==> src/hw/cmp_vref_regs.vh <==
`ifndef CMP_VREF_REGS_VH
`define CMP_VREF_REGS_VH
// Register indices (byte address is index times four, printed values not word aligned)
`define IDX_INTERRUPT_CONTROL 8'h0B
`define IDX_PERIPHERAL_IRQ_FLAGS 8'h0C
`define IDX_COMPARATOR_CONTROL 8'h1F
`define IDX_PORT_A_DIRECTION 8'h85
`define IDX_PERIPHERAL_IRQ_ENABLES 8'h8C
`define IDX_REFERENCE_CONTROL 8'h9F
`define IDX_IRQ_STATUS 8'hA0
`define IDX_IRQ_MASK 8'hA1
`define IDX_SLEEP_CONTROL 8'hA2
// Comparator control fields
`define CMP_MODE_LSB 0
`define CMP_MODE_MSB 2
`define CMP_INPUT_SWITCH_BIT 3
`define CMP1_INVERT_BIT 4
`define CMP2_INVERT_BIT 5
`define CMP1_RESULT_BIT 6
`define CMP2_RESULT_BIT 7
`define CMP_MODE_RESET 3'h0
`define CMP_MODE_INT_REF 3'h2
`define CMP_MODE_PIN_OUT 3'h6
`define CMP_MODE_OFF 3'h7
// Reference control fields
`define REF_POWER_BIT 7
`define REF_PIN_BIT 6
`define REF_RANGE_BIT 5
`define REF_UNUSED_BIT 4
`define REF_TAP_LSB 0
`define REF_TAP_MSB 3
`define REF_WRITE_MASK 8'hEF
// Interrupt control and flag bits
`define GLOBAL_ENABLE_BIT 7
`define PERIPH_ENABLE_BIT 6
`define CHANGE_FLAG_BIT 6
`define PIR_WRITE_MASK 8'hF7
// Reset values
`define CMP_CONTROL_RESET 8'h00
`define REF_CONTROL_RESET 8'h00
`define INTERRUPT_CONTROL_RESET 8'h00
`define PIR_RESET 8'h00
`define PIE_RESET 8'h00
`define PORT_A_DIRECTION_RESET 8'hFF
// AXI responses
`define AXI_RESP_OKAY 2'h0
`define AXI_RESP_SLVERR 2'h2
`endif

==> src/hw/comparator_vref_control.v <==
`timescale 1ns/100ps
`include "cmp_vref_regs.vh"

// What this block does
// - Comparators and wake interrupt live during sleep
// - Mode 111 switches both comparators off
// - Comparator control kept across wake
// - Reset returns comparator control to 000
// - Comparators powered down throughout reset
// - Bit 7 powers reference ladder
// - Bit 6 drives reference onto pin
// - Bit 5 selects low range when set
// - Four-bit tap sets ladder level
// - Sixteen levels in each range
// - Bit 4 ignores writes, reads zero
// - Reference control kept across wake
// - Reset clears reference power, pin, range, taps
// - Pin gets reference only with direction set
// - Reference independent of comparator mode
// - Mode 010 routes reference to plus inputs
// - Output change sets sticky change flag
module comparator_vref_control #(
   parameter ADDR_W = 10
) (
   input wire sys_clk_in,
   input wire rst_n_in,
   input wire [ADDR_W-1:0] s_axi_awaddr_in,
   input wire s_axi_awvalid_in,
   output reg s_axi_awready_out,
   input wire [31:0] s_axi_wdata_in,
   input wire [3:0] s_axi_wstrb_in,
   input wire s_axi_wvalid_in,
   output reg s_axi_wready_out,
   output reg [1:0] s_axi_bresp_out,
   output reg s_axi_bvalid_out,
   input wire s_axi_bready_in,
   input wire [ADDR_W-1:0] s_axi_araddr_in,
   input wire s_axi_arvalid_in,
   output reg s_axi_arready_out,
   output reg [31:0] s_axi_rdata_out,
   output reg [1:0] s_axi_rresp_out,
   output reg s_axi_rvalid_out,
   input wire s_axi_rready_in,
   input wire first_cmp_raw_in,
   input wire second_cmp_raw_in,
   output reg cmp_power_on_out,
   output reg [2:0] cmp_mode_out,
   output reg cmp_input_switch_out,
   output reg cmp_use_int_ref_out,
   output reg cmp_pin_out_en_out,
   output reg reference_power_on_out,
   output reg reference_low_range_out,
   output reg [3:0] reference_tap_select_out,
   output reg reference_pin2_connect_out,
   output reg wake_out,
   output reg cpu_irq_out,
   output reg irq_out
);

   reg [7:0] cmp_ctrl_r;
   reg [7:0] ref_ctrl_r;
   reg [7:0] interrupt_control_r;
   reg [7:0] pir_r;
   reg [7:0] pie_r;
   reg [7:0] port_a_direction_r;
   reg [1:0] irq_status_r;
   reg [1:0] irq_mask_r;
   reg sleep_r;
   reg [1:0] last_result_r;
   reg [ADDR_W-1:0] awaddr_r;
   reg aw_held_r;
   reg [31:0] wdata_r;
   reg [3:0] wstrb_r;
   reg w_held_r;

   // Byte address of a register index
   function [ADDR_W-1:0] reg_addr;
      input [7:0] idx;
      begin
         reg_addr = {idx, 2'b00};
      end
   endfunction

   // Apply strobe on lane 0 only; registers are 8 bits wide
   function [7:0] merge8;
      input [7:0] old;
      input [7:0] data;
      input strb;
      begin
         merge8 = strb ? data : old;
      end
   endfunction

   wire [2:0] mode = cmp_ctrl_r[`CMP_MODE_MSB:`CMP_MODE_LSB];
   wire cmp_on = (mode != `CMP_MODE_OFF) && (mode != `CMP_MODE_RESET);
   wire inv1 = cmp_ctrl_r[`CMP1_INVERT_BIT];
   wire inv2 = cmp_ctrl_r[`CMP2_INVERT_BIT];
   // Results read as zero while the comparators are off
   wire [1:0] result = cmp_on ?
      {second_cmp_raw_in ^ inv2, first_cmp_raw_in ^ inv1} : 2'b00;
   wire change = (result != last_result_r);

   // Each write channel moves only on its own valid and ready, then waits in a holding slot
   wire aw_take = s_axi_awvalid_in && s_axi_awready_out;
   wire w_take = s_axi_wvalid_in && s_axi_wready_out;
   wire do_write = aw_held_r && w_held_r && !s_axi_bvalid_out;
   wire [ADDR_W-1:0] waddr = awaddr_r;
   wire [31:0] wdata = wdata_r;
   wire wstrb0 = wstrb_r[0];
   wire [7:0] wbyte = wdata[7:0];
   wire do_read = s_axi_arvalid_in && s_axi_arready_out;
   wire rd_cmp = do_read && (s_axi_araddr_in == reg_addr(`IDX_COMPARATOR_CONTROL));

   wire wr_cmp = do_write && (waddr == reg_addr(`IDX_COMPARATOR_CONTROL));
   wire wr_ref = do_write && (waddr == reg_addr(`IDX_REFERENCE_CONTROL));
   wire wr_int = do_write && (waddr == reg_addr(`IDX_INTERRUPT_CONTROL));
   wire wr_pir = do_write && (waddr == reg_addr(`IDX_PERIPHERAL_IRQ_FLAGS));
   wire wr_pie = do_write && (waddr == reg_addr(`IDX_PERIPHERAL_IRQ_ENABLES));
   wire wr_tris = do_write && (waddr == reg_addr(`IDX_PORT_A_DIRECTION));
   wire wr_stat = do_write && (waddr == reg_addr(`IDX_IRQ_STATUS));
   wire wr_mask = do_write && (waddr == reg_addr(`IDX_IRQ_MASK));
   wire wr_sleep = do_write && (waddr == reg_addr(`IDX_SLEEP_CONTROL));
   wire wr_hit = wr_cmp || wr_ref || wr_int || wr_pir || wr_pie || wr_tris ||
      wr_stat || wr_mask || wr_sleep;

   wire flag_pending = pir_r[`CHANGE_FLAG_BIT] && pie_r[`CHANGE_FLAG_BIT];
   wire [1:0] stat_nxt_set = {change, change && cmp_on};
   wire cpu_irq_nxt = flag_pending && interrupt_control_r[`PERIPH_ENABLE_BIT] &&
      interrupt_control_r[`GLOBAL_ENABLE_BIT];

   reg [31:0] rdata_nxt;
   reg rd_hit;
   always @* begin
      rdata_nxt = 32'h0000_0000;
      rd_hit = 1'b1;
      case (s_axi_araddr_in)
         reg_addr(`IDX_COMPARATOR_CONTROL): rdata_nxt[7:0] = {result, cmp_ctrl_r[5:0]};
         reg_addr(`IDX_REFERENCE_CONTROL): rdata_nxt[7:0] = ref_ctrl_r & `REF_WRITE_MASK;
         reg_addr(`IDX_INTERRUPT_CONTROL): rdata_nxt[7:0] = interrupt_control_r;
         reg_addr(`IDX_PERIPHERAL_IRQ_FLAGS): rdata_nxt[7:0] = pir_r;
         reg_addr(`IDX_PERIPHERAL_IRQ_ENABLES): rdata_nxt[7:0] = pie_r;
         reg_addr(`IDX_PORT_A_DIRECTION): rdata_nxt[7:0] = port_a_direction_r;
         reg_addr(`IDX_IRQ_STATUS): rdata_nxt[1:0] = irq_status_r;
         reg_addr(`IDX_IRQ_MASK): rdata_nxt[1:0] = irq_mask_r;
         reg_addr(`IDX_SLEEP_CONTROL): rdata_nxt[0] = sleep_r;
         default: rd_hit = 1'b0;
      endcase
   end

   always @(posedge sys_clk_in) begin
      if (!rst_n_in) begin
         cmp_ctrl_r <= `CMP_CONTROL_RESET;
         ref_ctrl_r <= `REF_CONTROL_RESET;
         interrupt_control_r <= `INTERRUPT_CONTROL_RESET;
         pir_r <= `PIR_RESET;
         pie_r <= `PIE_RESET;
         port_a_direction_r <= `PORT_A_DIRECTION_RESET;
         irq_status_r <= 2'b00;
         irq_mask_r <= 2'b00;
         sleep_r <= 1'b0;
         last_result_r <= 2'b00;
         aw_held_r <= 1'b0;
         awaddr_r <= {ADDR_W{1'b0}};
         w_held_r <= 1'b0;
         wdata_r <= 32'h0000_0000;
         wstrb_r <= 4'h0;
         s_axi_awready_out <= 1'b0;
         s_axi_wready_out <= 1'b0;
         s_axi_bvalid_out <= 1'b0;
         s_axi_bresp_out <= `AXI_RESP_OKAY;
         s_axi_arready_out <= 1'b0;
         s_axi_rvalid_out <= 1'b0;
         s_axi_rresp_out <= `AXI_RESP_OKAY;
         s_axi_rdata_out <= 32'h0000_0000;
      end else begin
         // Reading or writing comparator control ends the mismatch
         if (rd_cmp || wr_cmp)
            last_result_r <= result;
         else
            last_result_r <= last_result_r;
         // Write channels: hold whichever arrives first
         s_axi_awready_out <= !(aw_take || (aw_held_r && !do_write));
         s_axi_wready_out <= !(w_take || (w_held_r && !do_write));
         if (aw_take) begin
            aw_held_r <= 1'b1;
            awaddr_r <= s_axi_awaddr_in;
         end else if (do_write) begin
            aw_held_r <= 1'b0;
         end
         if (w_take) begin
            w_held_r <= 1'b1;
            wdata_r <= s_axi_wdata_in;
            wstrb_r <= s_axi_wstrb_in;
         end else if (do_write) begin
            w_held_r <= 1'b0;
         end
         if (do_write) begin
            s_axi_bvalid_out <= 1'b1;
            s_axi_bresp_out <= wr_hit ? `AXI_RESP_OKAY : `AXI_RESP_SLVERR;
         end else if (s_axi_bready_in) begin
            s_axi_bvalid_out <= 1'b0;
         end
         // No new read address while an answer is still waiting
         s_axi_arready_out <= !(do_read || (s_axi_rvalid_out && !s_axi_rready_in));
         if (do_read) begin
            s_axi_rvalid_out <= 1'b1;
            s_axi_rdata_out <= rdata_nxt;
            s_axi_rresp_out <= rd_hit ? `AXI_RESP_OKAY : `AXI_RESP_SLVERR;
         end else if (s_axi_rready_in) begin
            s_axi_rvalid_out <= 1'b0;
         end
         // Result bits are read-only; only low six bits are stored
         if (wr_cmp && wstrb0)
            cmp_ctrl_r <= {2'b00, wbyte[5:0]};
         // No write path from comparator side keeps these apart
         if (wr_ref && wstrb0)
            ref_ctrl_r <= wbyte & `REF_WRITE_MASK;
         if (wr_int)
            interrupt_control_r <= merge8(interrupt_control_r, wbyte, wstrb0);
         if (wr_pie)
            pie_r <= merge8(pie_r, wbyte, wstrb0);
         if (wr_tris)
            port_a_direction_r <= merge8(port_a_direction_r, wbyte, wstrb0);
         if (wr_mask && wstrb0)
            irq_mask_r <= wbyte[1:0];
         // Set beats clear, so a change in the write cycle is kept
         pir_r <= (wr_pir && wstrb0 ? (wbyte & `PIR_WRITE_MASK) : pir_r) |
            ({7'h00, change} << `CHANGE_FLAG_BIT);
         irq_status_r <= (irq_status_r & ~((wr_stat && wstrb0) ? wbyte[1:0] : 2'b00)) |
            stat_nxt_set;
         // Sleep ends on an enabled comparator change flag (bit 6) with peripheral enable set; registers untouched
         if (wr_sleep && wstrb0)
            sleep_r <= wbyte[0];
         else if (flag_pending && interrupt_control_r[`PERIPH_ENABLE_BIT])
            sleep_r <= 1'b0;
      end
   end

   // Outputs registered one cycle after the register contents
   always @(posedge sys_clk_in) begin
      if (!rst_n_in) begin
         cmp_power_on_out <= 1'b0;
         cmp_mode_out <= `CMP_MODE_RESET;
         cmp_input_switch_out <= 1'b0;
         cmp_use_int_ref_out <= 1'b0;
         cmp_pin_out_en_out <= 1'b0;
         reference_power_on_out <= 1'b0;
         reference_low_range_out <= 1'b0;
         reference_tap_select_out <= 4'h0;
         reference_pin2_connect_out <= 1'b0;
         wake_out <= 1'b0;
         cpu_irq_out <= 1'b0;
         irq_out <= 1'b0;
      end else begin
         // Sleep has no effect on comparator power
         cmp_power_on_out <= cmp_on;
         cmp_mode_out <= mode;
         cmp_input_switch_out <= cmp_ctrl_r[`CMP_INPUT_SWITCH_BIT];
         cmp_use_int_ref_out <= (mode == `CMP_MODE_INT_REF);
         cmp_pin_out_en_out <= (mode == `CMP_MODE_PIN_OUT);
         reference_power_on_out <= ref_ctrl_r[`REF_POWER_BIT];
         reference_low_range_out <= ref_ctrl_r[`REF_RANGE_BIT];
         // Ladder decodes all sixteen codes per range
         reference_tap_select_out <= ref_ctrl_r[`REF_TAP_MSB:`REF_TAP_LSB];
         reference_pin2_connect_out <= ref_ctrl_r[`REF_PIN_BIT] &&
            port_a_direction_r[2];
         wake_out <= sleep_r && flag_pending && interrupt_control_r[`PERIPH_ENABLE_BIT];
         cpu_irq_out <= cpu_irq_nxt;
         irq_out <= |(irq_status_r & irq_mask_r);
      end
   end

endmodule // comparator_vref_control

==> config.mk <==
export PLATFORM = sky130hd
export DESIGN_NAME = comparator_vref_control
export DESIGN_NICKNAME = d
export VERILOG_FILES = /design/src/hw/comparator_vref_control.v
export VERILOG_INCLUDE_DIRS = /design/src /design/src/hw
export SDC_FILE = /design/constraint.sdc
export NUM_CORES = 1
export LEC_CHECK = 0
export ABC_CLOCK_PERIOD_IN_PS = 2000
export BUFFER_PORTS_ARGS = -buffer_cell sky130_fd_sc_hd__buf_2
export CORE_UTILIZATION = 40
export CTS_CLUSTER_SIZE = 16
export DETAILED_ROUTE_END_ITERATION = 10
export PLACE_DENSITY = 0.66
export SYNTH_ARGS = -nofsm -noshare
export SYNTH_HDL_FRONTEND = slang
export SYNTH_SLANG_ARGS = --single-unit
==> constraint.sdc <==
create_clock -name sys_clk_in -period 2 [get_ports sys_clk_in]
set_input_delay 0.6 -clock sys_clk_in [delete_from_list [all_inputs] [get_ports sys_clk_in]]
set_output_delay 0.6 -clock sys_clk_in [all_outputs]
set_load 0.01 [all_outputs]
==> metrics.cfg <==
[outcome]
status=finished with violations
violations=DRC

[clocking]
cts_tree=built
root_buffer=clkbuf_16
cts_buffers=9
cts_buffer_depth=2
clk-insertion-delay-late_ps=350
post_cts_buffers=0
cts.sink_count=104
ctsHtreeMaxLevel=3
clkSlewWorstSetupHoldPaths_ps=70

[logic_synthesis]
ys.flop_type=dfxtp_1
ys_ff_latch=104
synth_cells=498
synth_cell_types=60
avgSynthCellArea_um2=9.55
synth.top_cells.by_area=dfxtp_1 44%, mux2i_1 12%, nor2b_1 6.0%
seq_area_frac_synth_pct=43.8
synth_area_leader_cell=dfxtp_1
async_flop_share_pct=0
synth_top_area_share_pct=43.8
ys_warn_count=0
synth-edff-count=0
synth_area_um2=4760

[setup_path]
path_cells=buf_2 -> or4b_4 -> nor4_1 -> a22oi_1 -> mux2i_1 -> nor2b_1
critPathCaptureType=flip-flop
cp.required_ps=2240
path_buf_inv=1
cp-start-kind=input pin
critPathMaxFanout=6
cp_data_arrival_time_ps=2240
cp_slowest_cell=or4b_4
crit_type=in -> reg
cpPeakStageDelay_ps=590
critPathTopFamily=simple AND/OR/NAND/NOR gates
rrSetupSlack_ps=140

[job]
maxCapViolCount=0

[timing]
post-route-min-period_ps=2000
fin_skew_ps=6.81
timing.final.ws_setup_ps=1.26
rsz0062_at_grt=false
slew_violations=0
finalHoldViolCount=0
finalCritPeriodShare_pct=99.9
setup_viol=0
fmax_ghz=0.500

[placed_design]
dp.cells=725
portBuffers=69
gp_congestion=0.849
hpwl_mm=8.10
place_ws_ps=-317

[die]
row_count=39
start_util_pct=41.3
die_area_um2=12300
ios=123
die_x_um=111
coreArea_um2=11500
die_y_um=111

[cells_and_area]
drive_above_1_share_pct=24.4
layout.cells.non_filler=741
layout_commonest_cell=dfxtp_1
final_cell_mix=104 x dfxtp_1, 69 x buf_2, 65 x nand2_1
antenna_cells=0
fin_nets=658
fin_util_pct=49.4
syn2layout_area_growth_pct=19.6

[hold_path]
hold_path.class=reg -> reg

[power_and_ir_drop]
ir_worst_vdd_mv=0.442
power.static_leakage_nw=2.37
power_density_nw_per_um2=725
totalPowerFinal_mw=4.13

[grt]
grt_overflow_total=0
antenna_found_initial=0
grt_max_degree=63
grt_use_total_pct=18.7
first_global_vias=3739
grt_first_pass_wirelength_mm=18.3

[detailed_routing]
vias=3765
postRouteAntennaNets=0
wire_per_inst_um=14.9
viasPerCell=5.08
drcViolationCount=15
drtIter0Drc=180
wirelength_mm=11.0
drtPass1Iterations=7

## tightest hold or removal path, cell delays in order (launching register included)
cell	delay, ps
dfxtp_1	310
nand3_1	60
o21ai_1	50
## cells by family (layout without fill, tap and decap cells)
kind of cell	after synthesis	count (layout)	share of synthesized area, %
buffers and inverters	57	132	7.05
other	1	26	0.0788
AO/OA/AOI/OAI	71	71	11.4
XOR/XNOR	4	4	0.736
multiplexers	60	60	12.7
AND/OR/NAND/NOR	201	201	24.2
flip-flops	104	104	43.8
## power breakdown
| group | total [mW] | internal, mW | switching [mW] |
|---|---|---|---|
| combinational | 0.308 | 0.134 | 0.174 |
| sequential | 2.15 | 2.11 | 0.0427 |
| clock | 1.67 | 0.908 | 0.761 |
## timing repair
action / 4_1_cts / 5_1_grt
resized for setup: 0 / 2
setup endpoints to repair: 0 / 4
hold buffers: 0 / 0
## per-layer routing
metal  global-route usage, %  share of wire (%)  routed length (um)  vias to the layer above
met3                    3.34                3.8                 421                       11
met1                    24.7                 48                5350                     1781
met5                       0                  0                   0                        -
met4                    6.49                1.7                 185                        0
li1                        -                  -                   -                     1876
met2                    30.7                 46                5090                       97
## cell type report
cell class                 instances  area (um2)
timing repair buffer             110         678
inverter                           6        22.5
clock inverter                     5        31.3
multi-input combinational        362        2440
sequential                       104        2080
clock buffer                      11         253
tap                              143         179
fill                            1098        5830
## Yosys cell counts (5+ instances only)
master,number
nor2_1,7
nor3_1,12
mux2i_1,57
dfxtp_1,104
nor2b_1,46
nand2_1,65
a21oi_1,9
clkbuf_1,18
and3_1,7
nor4_1,5
inv_1,6
nand3_1,11
and2_1,17
a21boi_0,24
buf_4,27
## per-stage QoR
step / instance area, um2 / hold slack, ps / setup TNS (ps)
2_1_floorplan: 4850 / 433 / -149
3_3_place_gp: 5400 / 446 / -2300
3_5_place_dp: 5400 / 457 / -2360
4_1_cts: 5680 / 471 / 0
5_1_grt: 5690 / 491 / 0
6_report: 5690 / 464 / 0
## flip-flops by register name, summed over array words and instances (netlist names), 2 cells and up
signal and count:
ref_ctrl_r 7, reference_tap_select_out 4, awaddr_r 10, wdata 8
cmp_ctrl_r 6, irq_status_r 2, irq_mask_r 2, s_axi_rdata_out 8
interrupt_control_r 8, pie_r 8, pir_r 7, cmp_mode_out 3
last_result_r 2, port_a_direction_r 8
## path summary, 6_finish.rpt
path,from,to,cells past startpoint
worst max-delay path,s_axi_araddr_in[1],last_result_r[0],6
worst min-delay path,s_axi_rdata_out[3],s_axi_rdata_out[3],2
worst max register to register,awaddr_r[5],sleep_r,6
worst min register to register,s_axi_rdata_out[3],s_axi_rdata_out[3],2
Note: power is estimated with default switching activity, not from simulation.
